--- config.mk ---
export PLATFORM = sky130hd
export DESIGN_NAME = acdiv_top
export DESIGN_NICKNAME = d
export VERILOG_FILES = /design/src/design/acdiv_pkg.sv /design/src/design/acdiv_top.sv
export SDC_FILE = /design/constraint.sdc
export NUM_CORES = 1
export LEC_CHECK = 0
export ABC_AREA = 1
export BUFFER_PORTS_ARGS = -buffer_cell sky130_fd_sc_hd__buf_2
export CAP_MARGIN = 0
export CORE_AREA = 2 2 123 125
export CTS_BUF_LIST = sky130_fd_sc_hd__clkbuf_4 sky130_fd_sc_hd__clkbuf_8 sky130_fd_sc_hd__clkbuf_16
export DETAILED_ROUTE_END_ITERATION = 8
export DIE_AREA = 0 0 125 127
export GPL_TIMING_DRIVEN = 0
export PLACE_DENSITY = 0.71
export REMOVE_ABC_BUFFERS = 1
export SYNTH_ARGS = -nofsm -noshare
export SYNTH_HDL_FRONTEND = slang
export SYNTH_SLANG_ARGS = --single-unit
--- constraint.sdc ---
create_clock -name i_mclk -period 7.4 [get_ports i_mclk]
set_input_delay 2.22 -clock i_mclk [delete_from_list [all_inputs] [get_ports i_mclk]]
set_output_delay 2.22 -clock i_mclk [all_outputs]
set_load 0.05 [all_outputs]
--- src/design/acdiv_pkg.sv ---
// Purpose: Constants and types of the sample clock divider and delay block
// Assumes: Serial port of 3 wires, 16-bit instruction then one data byte
// Notes: Behaviour
// Behaviour
// - Divide sample clock by one, two or four
// - SYSREF forces divider to programmed start state
// - Half-period divider phase delay, register enabled
// - Half-period change keeps serial link stable
// - Mode field picks fine or fine plus superfine
// - Fine delay has 16-step and 192-step options
// - Superfine is unsigned, quarter picosecond steps
// - Fine delay byte spans 192 steps
// - Superfine delay byte spans 128 steps
// - Superfine only with mode code two or six
// - Delay changes apply as the write completes
// - Enabling fine delay resets the datapath
// - Fine or superfine rewrites keep link stable
// - Two-stage duty stabilizer on after reset
// - Divider output has a 50% duty cycle
package acdiv_pkg;
   localparam int ADDR_W = 15;
   localparam int INSTR_BITS = 16;
   localparam int DATA_BITS = 8;
   localparam logic [ADDR_W-1:0] OFS_DIV_RATIO = 15'h0108;
   localparam logic [ADDR_W-1:0] OFS_HALF_DELAY = 15'h0109;
   localparam logic [ADDR_W-1:0] OFS_DELAY_MODE = 15'h0110;
   localparam logic [ADDR_W-1:0] OFS_SUPERFINE = 15'h0111;
   localparam logic [ADDR_W-1:0] OFS_FINE = 15'h0112;
   localparam logic [ADDR_W-1:0] OFS_DUTY_A = 15'h011c;
   localparam logic [ADDR_W-1:0] OFS_DUTY_B = 15'h011e;
   // Divide ratio field [1:0], start state [6:4], realign enable [7]
   localparam int RATIO_LSB = 0;
   localparam int START_LSB = 4;
   localparam int REALIGN_BIT = 7;
   localparam logic [1:0] RATIO_DIV1 = 2'h0;
   localparam logic [1:0] RATIO_DIV2 = 2'h1;
   localparam logic [1:0] RATIO_DIV4 = 2'h3;
   // Half-period field: enable [0], steps [3:1]
   localparam int HALF_EN_BIT = 0;
   localparam int HALF_STEPS_LSB = 1;
   // Mode field [2:0]; bit 2 picks the 192-step fine option
   localparam logic [2:0] MODE_OFF = 3'h0;
   localparam logic [2:0] MODE_SF_A = 3'h2;
   localparam logic [2:0] MODE_SF_B = 3'h6;
   localparam int MODE_WIDE_BIT = 2;
   localparam logic [7:0] FINE_MAX_16 = 8'h0f;
   localparam logic [7:0] FINE_MAX_192 = 8'hbf;
   localparam logic [7:0] SUPERFINE_MAX = 8'h7f;
   localparam int DUTY_EN_BIT = 0;
   localparam logic [7:0] RST_DIV_RATIO = 8'h00;
   localparam logic [7:0] RST_HALF_DELAY = 8'h00;
   localparam logic [7:0] RST_DELAY_MODE = 8'h00;
   localparam logic [7:0] RST_SUPERFINE = 8'h00;
   localparam logic [7:0] RST_FINE = 8'h00;
   localparam logic [7:0] RST_DUTY = 8'h01;

   typedef enum logic [2:0] {
      ACDIV_IDLE = 3'b001,
      ACDIV_INSTR = 3'b010,
      ACDIV_DATA = 3'b100
   } acdiv_spi_state_t;

   typedef struct packed {
      logic [2:0] mode;
      logic fine_wide;
      logic [7:0] fine;
      logic [7:0] superfine;
   } acdiv_delay_t;
endpackage

--- src/design/acdiv_top.sv ---
// Purpose: Sample clock divider with SYSREF realign and edge delay controls
// Assumes: Sample clock, SYSREF and serial pins are slow next to i_mclk
// Notes: Phase moves only by stretching the divided clock
`timescale 1ns/10ps
`default_nettype none
module acdiv_top
   import acdiv_pkg::*;
(
   input wire logic i_mclk,
   input wire logic i_sys_rst,
   input wire logic i_sample_clk,
   input wire logic i_sysref,
   input wire logic i_spi_csb,
   input wire logic i_spi_sclk,
   input wire logic i_spi_sdio,
   output logic o_spi_sdio,
   output logic o_spi_sdio_oe,
   output logic o_div_clk,
   output logic o_datapath_rst,
   output acdiv_delay_t o_delay,
   output logic o_duty_stabilizer_stage_one,
   output logic o_duty_stabilizer_stage_two
);
   // Synchronisers; third stage only for edge detection
   logic [2:0] clk_sync;
   logic [2:0] ref_sync;
   logic [2:0] sclk_sync;
   logic [1:0] csb_sync;
   logic [1:0] sdio_sync;
   always_ff @(posedge i_mclk or posedge i_sys_rst) begin
      if (i_sys_rst) begin
         clk_sync <= 3'h0;
         ref_sync <= 3'h0;
         sclk_sync <= 3'h0;
         csb_sync <= 2'h3;
         sdio_sync <= 2'h0;
      end else begin
         clk_sync <= {clk_sync[1:0], i_sample_clk};
         ref_sync <= {ref_sync[1:0], i_sysref};
         sclk_sync <= {sclk_sync[1:0], i_spi_sclk};
         csb_sync <= {csb_sync[0], i_spi_csb};
         sdio_sync <= {sdio_sync[0], i_spi_sdio};
      end
   end
   logic clk_edge;
   logic ref_rise;
   logic sclk_rise;
   logic sclk_fall;
   logic csb;
   assign clk_edge = clk_sync[2] ^ clk_sync[1];
   assign ref_rise = ref_sync[1] & ~ref_sync[2];
   assign sclk_rise = sclk_sync[1] & ~sclk_sync[2];
   assign sclk_fall = ~sclk_sync[1] & sclk_sync[2];
   assign csb = csb_sync[1];

   // Serial port: R/W bit, 15-bit address, one data byte, MSB first
   acdiv_spi_state_t state;
   logic [4:0] bit_cnt;
   logic [INSTR_BITS-1:0] instr;
   logic [DATA_BITS-1:0] wdata;
   logic [DATA_BITS-1:0] rshift;
   logic rd_op;
   logic [ADDR_W-1:0] addr;
   logic wr_fire;
   logic rd_load;
   logic [DATA_BITS-1:0] rdata;
   logic [INSTR_BITS-1:0] next_instr;
   logic [DATA_BITS-1:0] next_wdata;
   assign next_instr = {instr[INSTR_BITS-2:0], sdio_sync[1]};
   assign next_wdata = {wdata[DATA_BITS-2:0], sdio_sync[1]};

   always_ff @(posedge i_mclk or posedge i_sys_rst) begin
      if (i_sys_rst) begin
         state <= ACDIV_IDLE;
         bit_cnt <= 5'h00;
         instr <= '0;
         wdata <= '0;
         rd_op <= 1'b0;
         addr <= '0;
         wr_fire <= 1'b0;
         rd_load <= 1'b0;
      end else begin
         wr_fire <= 1'b0;
         rd_load <= 1'b0;
         if (csb) begin
            state <= ACDIV_IDLE;
         end else begin
            case (state)
               ACDIV_IDLE: begin
                  state <= ACDIV_INSTR;
                  bit_cnt <= 5'h00;
               end
               ACDIV_INSTR: begin
                  if (sclk_rise) begin
                     instr <= next_instr;
                     bit_cnt <= bit_cnt + 5'h01;
                     if (bit_cnt == 5'(INSTR_BITS - 1)) begin
                        rd_op <= next_instr[INSTR_BITS-1];
                        addr <= next_instr[ADDR_W-1:0];
                        rd_load <= 1'b1;
                        bit_cnt <= 5'h00;
                        state <= ACDIV_DATA;
                     end
                  end
               end
               ACDIV_DATA: begin
                  if (sclk_rise && bit_cnt != 5'(DATA_BITS)) begin
                     wdata <= next_wdata;
                     bit_cnt <= bit_cnt + 5'h01;
                     // Byte lands on the last rising edge
                     if (bit_cnt == 5'(DATA_BITS - 1) && !rd_op) begin
                        wr_fire <= 1'b1;
                     end
                  end
               end
               default: state <= ACDIV_IDLE;
            endcase
         end
      end
   end

   // Register file
   logic [7:0] div_ratio_reg;
   logic [7:0] half_delay_reg;
   logic [7:0] duty_a_reg;
   logic [7:0] duty_b_reg;
   logic [7:0] mode_reg;
   logic [7:0] superfine_reg;
   logic [7:0] fine_reg;
   always_ff @(posedge i_mclk or posedge i_sys_rst) begin
      if (i_sys_rst) begin
         div_ratio_reg <= RST_DIV_RATIO;
         half_delay_reg <= RST_HALF_DELAY;
         mode_reg <= RST_DELAY_MODE;
         superfine_reg <= RST_SUPERFINE;
         fine_reg <= RST_FINE;
         duty_a_reg <= RST_DUTY;
         duty_b_reg <= RST_DUTY;
      end else if (wr_fire) begin
         if (addr == OFS_DIV_RATIO) begin
            div_ratio_reg <= wdata;
         end else if (addr == OFS_HALF_DELAY) begin
            half_delay_reg <= wdata;
         end else if (addr == OFS_DELAY_MODE) begin
            mode_reg <= wdata;
         end else if (addr == OFS_SUPERFINE) begin
            superfine_reg <= wdata;
         end else if (addr == OFS_FINE) begin
            fine_reg <= wdata;
         end else if (addr == OFS_DUTY_A) begin
            duty_a_reg <= wdata;
         end else if (addr == OFS_DUTY_B) begin
            duty_b_reg <= wdata;
         end
      end
   end

   always_comb begin
      if (addr == OFS_DIV_RATIO) begin
         rdata = div_ratio_reg;
      end else if (addr == OFS_HALF_DELAY) begin
         rdata = half_delay_reg;
      end else if (addr == OFS_DELAY_MODE) begin
         rdata = mode_reg;
      end else if (addr == OFS_SUPERFINE) begin
         rdata = superfine_reg;
      end else if (addr == OFS_FINE) begin
         rdata = fine_reg;
      end else if (addr == OFS_DUTY_A) begin
         rdata = duty_a_reg;
      end else if (addr == OFS_DUTY_B) begin
         rdata = duty_b_reg;
      end else begin
         rdata = 8'h00;
      end
   end

   // Read data leaves on falling edges so the host samples on rising ones
   always_ff @(posedge i_mclk or posedge i_sys_rst) begin
      if (i_sys_rst) begin
         rshift <= 8'h00;
         o_spi_sdio <= 1'b0;
         o_spi_sdio_oe <= 1'b0;
      end else begin
         o_spi_sdio_oe <= !csb && state == ACDIV_DATA && rd_op;
         // Load once addr has settled, else the old register goes out
         if (rd_load) begin
            rshift <= rdata;
         end else if (sclk_fall && rd_op) begin
            o_spi_sdio <= rshift[DATA_BITS-1];
            rshift <= {rshift[DATA_BITS-2:0], 1'b0};
         end
      end
   end

   // Divider: count input half periods, period is twice the ratio
   logic [2:0] ratio;
   logic [2:0] mask;
   logic [2:0] cnt;
   logic [3:0] hold;
   logic [2:0] applied_delay;
   logic [2:0] want_delay;
   logic [2:0] next_cnt;
   logic realign;
   always_comb begin
      case (div_ratio_reg[RATIO_LSB +: 2])
         RATIO_DIV2: ratio = 3'h2;
         RATIO_DIV4: ratio = 3'h4;
         default: ratio = 3'h1;
      endcase
   end
   assign mask = 3'((ratio << 1) - 3'h1);
   assign want_delay = half_delay_reg[HALF_EN_BIT] ?
      half_delay_reg[HALF_STEPS_LSB +: 3] : 3'h0;
   assign realign = ref_rise && div_ratio_reg[REALIGN_BIT];
   assign next_cnt = (clk_edge && hold == 4'h0) ? ((cnt + 3'h1) & mask) : (cnt & mask);

   // Phase moves by holding the count, so no pulse is ever cut short
   always_ff @(posedge i_mclk or posedge i_sys_rst) begin
      if (i_sys_rst) begin
         cnt <= 3'h0;
         hold <= 4'h0;
         applied_delay <= 3'h0;
         o_div_clk <= 1'b0;
      end else begin
         cnt <= next_cnt;
         o_div_clk <= next_cnt < ratio;
         if (realign) begin
            // Lag the count back to the programmed start state
            hold <= {1'b0, (cnt - div_ratio_reg[START_LSB +: 3]) & mask};
         end else if (want_delay != applied_delay) begin
            applied_delay <= want_delay;
            hold <= hold + {1'b0, (want_delay - applied_delay) & mask};
         end else if (clk_edge && hold != 4'h0) begin
            hold <= hold - 4'h1;
         end
      end
   end

   // Delay outputs follow the registers one cycle after the write
   logic [7:0] fine_cap;
   logic sf_mode;
   assign sf_mode = mode_reg[2:0] == MODE_SF_A || mode_reg[2:0] == MODE_SF_B;
   assign fine_cap = mode_reg[MODE_WIDE_BIT] ? FINE_MAX_192 : FINE_MAX_16;
   always_ff @(posedge i_mclk or posedge i_sys_rst) begin
      if (i_sys_rst) begin
         o_delay <= '0;
      end else begin
         o_delay.mode <= mode_reg[2:0];
         o_delay.fine_wide <= mode_reg[MODE_WIDE_BIT];
         o_delay.fine <= (mode_reg[2:0] == MODE_OFF) ? 8'h00 :
            (fine_reg > fine_cap ? fine_cap : fine_reg);
         o_delay.superfine <= !sf_mode ? 8'h00 :
            (superfine_reg > SUPERFINE_MAX ? SUPERFINE_MAX : superfine_reg);
      end
   end

   // Only a mode write from off to on resets the datapath
   logic mode_enable;
   assign mode_enable = wr_fire && addr == OFS_DELAY_MODE && mode_reg[2:0] == MODE_OFF &&
      wdata[2:0] != MODE_OFF;
   always_ff @(posedge i_mclk or posedge i_sys_rst) begin
      if (i_sys_rst) begin
         o_datapath_rst <= 1'b0;
      end else begin
         o_datapath_rst <= mode_enable;
      end
   end

   always_ff @(posedge i_mclk or posedge i_sys_rst) begin
      if (i_sys_rst) begin
         o_duty_stabilizer_stage_one <= 1'b1;
         o_duty_stabilizer_stage_two <= 1'b1;
      end else begin
         o_duty_stabilizer_stage_one <= duty_a_reg[DUTY_EN_BIT];
         o_duty_stabilizer_stage_two <= duty_b_reg[DUTY_EN_BIT];
      end
   end
endmodule
`default_nettype wire

==> results.md <==
* Status: completed
* Top FF cell, synth: dfrtp_1
* First-pass iteration count of the detailed router at 5
* Most common cell after layout, fill and taps aside: nand2_1
* Asr flop ratio synth at 100.0%
* RSZ-0062 raised after global routing: false
* R2r worst-path depth at 17
* Maximum clock rate at roughly 0.3 GHz
* Hold crit path type: flop to flop
* Area grow syn2layout at 12.07%
* Die X at about 130 um
* Layout net count at slightly below 900
* Global-route wire length before repair at 25800 um
* Port Buf Inserts at 32
* CTS tree: yes
* Max reg flops at 19
* Fin crit share at 46.01%
* Row cnt at 44
* Post-CTS Setup Inserts at 0
* Routed Antenna Nets at 0
* Initial core utilization at about 52%
* Vias per cell at 5.134
* Post-synth EDFFs at 0
* CTS Sinks at between 150 and 200
* Syn avg cell area at roughly 9.1 um^2
* Setup violators final at 0
* Worst slew pin tran at 725.1 ps
* Slowest CP cell: dfstp_2
* Max-cap viol count at 0
* Worst Path Required at around 5200 ps
* Final WS setup at roughly 4000 ps
* Synth unique cells at 50
* Cell Pwr Density at around 230 nW/um^2
* Crit Reg-Reg Endpoint: hold[3]
* Sequential area share after synthesis at a little over half
* Vias in the first global route at 5146
* Skew final at slightly below 7 ps
* Fin crit period at between 3000 and 4000 ps
* Core Region at between 10000 and 15000 um^2
* Post-CTS Resized at 0
* Yosys reg bits at around 160
* Tot GR Track Use at 20.39%
* Crit Reg-Reg Startpoint: half_delay_reg[0]
* Static Leak at about 4.1 nW
* Clock network latency to the later pin of the worst-skew pair at between 400 and 500 ps
* Ant. Diodes at 0
* Post-synthesis instance total at ~830
* DRC at 0
* Initial DRC count at 397
* Max VDD drop at ~160 uV
* GRT overflow at 0
* Rel. slew slack at 51.55%
* Final hold violation count at 0
* Source of the worst hold timing path: sclk_sync[0]
* Largest net degree at the start of global routing at between 100 and 150
* CP arrival at 1180 ps
* GPL Wtd Cong at around 0.84
* Reg2Reg Setup Slack at about 4600 ps
* Worst setup EP type: output port
* IO Pins at 33
* CP startpoint kind: flop
* Die Ht at ~130 um
* Routed len/inst at approximately 14 um
* Fillers at between 1000 and 1500
* CP Cell Sequence: buf_2
* Worst hold path depth at 0
* Max Buffers Root-to-Sink at 2
* H-tree depth at 4
* Multi-input gate area at ~2900 um^2
* Layout cells sized above 1 at ~18%
* Regs by FF count: o_delay: 19 flops, addr: 15 flops, instr: 15 flops
* DR vias at ~5400
* Final hold slack at around 350 ps
* CTS Buf Count at 17
* Antenna violations before repair at 0
* Commonest cells after routing, fill and taps aside: nand2_1 (227), dfrtp_1 (154), inv_1 (84), o21ai_0 (58), nor2_1 (46)
* Worst path bufs/invs at 1
* Most flops, register: o_delay
* Root Driver: clkbuf_16
* Max stage delay on crit path at 510 ps
* Worst-path clk slew at 60 ps
* Pins Over Slew Limit at 0
* Synth Warn # at 0
* Synthesized cell area at 7487 um^2
* CP Class: flop to output port
* Crit path max-delay family: flip-flops
* Die area at about 16000 um^2
* Post-CTS Hold Buffers at 0
* Hold endpoint: sclk_sync[1]
* Setup WS pre-CTS at 4278 ps
* Crit-path max FO at 1
* Reg area at ~4000 um^2
* Final HPWL DP at around 10000 um
* WL final at between 10000 and 15000 um
==> where the power goes <==
part           switching (mW)  internal, mW  leakage [nW]  total, mW
Clock                   0.358         0.577         0.288      0.934
Sequential             0.0114         0.899          2.19      0.911
Combinational          0.0595        0.0191          1.57     0.0786
Total                   0.429          1.50          4.05       1.92
==> worst max path at each step <==
stage | slack (ps) | depth (start not counted) | endpoint | from
global placement | -950 | 2 | o_spi_sdio | i_sys_rst
CTS | 3980 | 1 | o_duty_stabilizer_stage_two | o_duty_stabilizer_stage_two
finish | 4000 | 1 | o_duty_stabilizer_stage_two | o_duty_stabilizer_stage_two
global route | 3960 | 1 | o_duty_stabilizer_stage_one | o_duty_stabilizer_stage_one
detailed placement | 4280 | 3 | state[0] | i_sys_rst
floorplan | 840 | 1 | addr[0] | i_sys_rst
==> synthesized netlist by cell type (2+ instances only) <==
library cell	count	share of area, %
nand2_1	227	11
dfrtp_1	154	51
inv_1	85	4.3
o21ai_0	58	3.9
nor2_1	46	2.3
nand3_1	40	2.7
o21ai_1	36	2.4
o21ai_2	21	2.5
ha_1	17	2.8
a21oi_1	16	1.1
inv_2	16	0.80
nand4_1	9	0.75
nor2_2	8	0.67
dfstp_2	7	2.5
buf_6	6	0.90
nand3_2	6	0.80
nor2_4	6	0.90
nor3_1	6	0.40
xor2_1	6	0.70
clkbuf_1	5	0.25
buf_4	4	0.40
nand2_2	4	0.33
or2_2	4	0.33
buf_2	3	0.20
fa_1	3	0.80
nand2_4	3	0.45
xnor2_1	3	0.35
a22o_1	2	0.23
a31oi_1	2	0.17
nand3_4	2	0.47
nor3_2	2	0.27
nor4_1	2	0.17
==> through the flow <==
| step | power (mW) | std cells | instance area (um^2) | util [%] | setup TNS, ps |
|---|---|---|---|---|---|
| after floorplan | 0.9824 | 808 | 7336 | - | 0 |
| after global placement | 1.001 | 1024 | 7726 | 53.57 | -144450 |
| after detailed placement | 1.005 | 1025 | 7761 | 53.81 | 0 |
| after CTS | 1.938 | 1056 | 8391 | 58.17 | 0 |
| after global routing | 1.990 | 1056 | 8391 | 58.17 | 0 |
| final | 1.924 | 1056 | 8391 | 58.17 | 0 |
==> cells by family (layout without fill, tap and decap cells) <==
group	count (synthesis)	in the layout	share of synthesized area, %
and+or+nand+nor	370	370	22.88
DFF	161	161	53.93
AOI/OAI and AO/OA	143	143	11.10
buffers and inverters	123	168	7.353
adders and majority gates	20	20	3.643
xor gates and xnor gates	9	9	1.053
other	1	1	0.05009
==> per-layer routing <==
layer | routed length [um] | global-route usage (%) | vias up
li1 | - | - | 2714
met1 | 7041 | 27.90 | 2582
met2 | 7106 | 32.58 | 103
met3 | 562 | 4.397 | 23
met4 | 260 | 7.190 | 0
met5 | 0 | 0 | -
==> layout make-up <==
cell class / count / area share [%]
Sequential cell: 161 / 48.12
Multi-Input combinational cell: 543 / 34.55
Clock buffer: 19 / 5.324
Inverter: 104 / 4.846
Tap cell: 184 / 2.744
Timing Repair Buffer: 33 / 2.237
Clock inverter: 12 / 2.177
No activity file was read; power rests on OpenSTA's default activity.
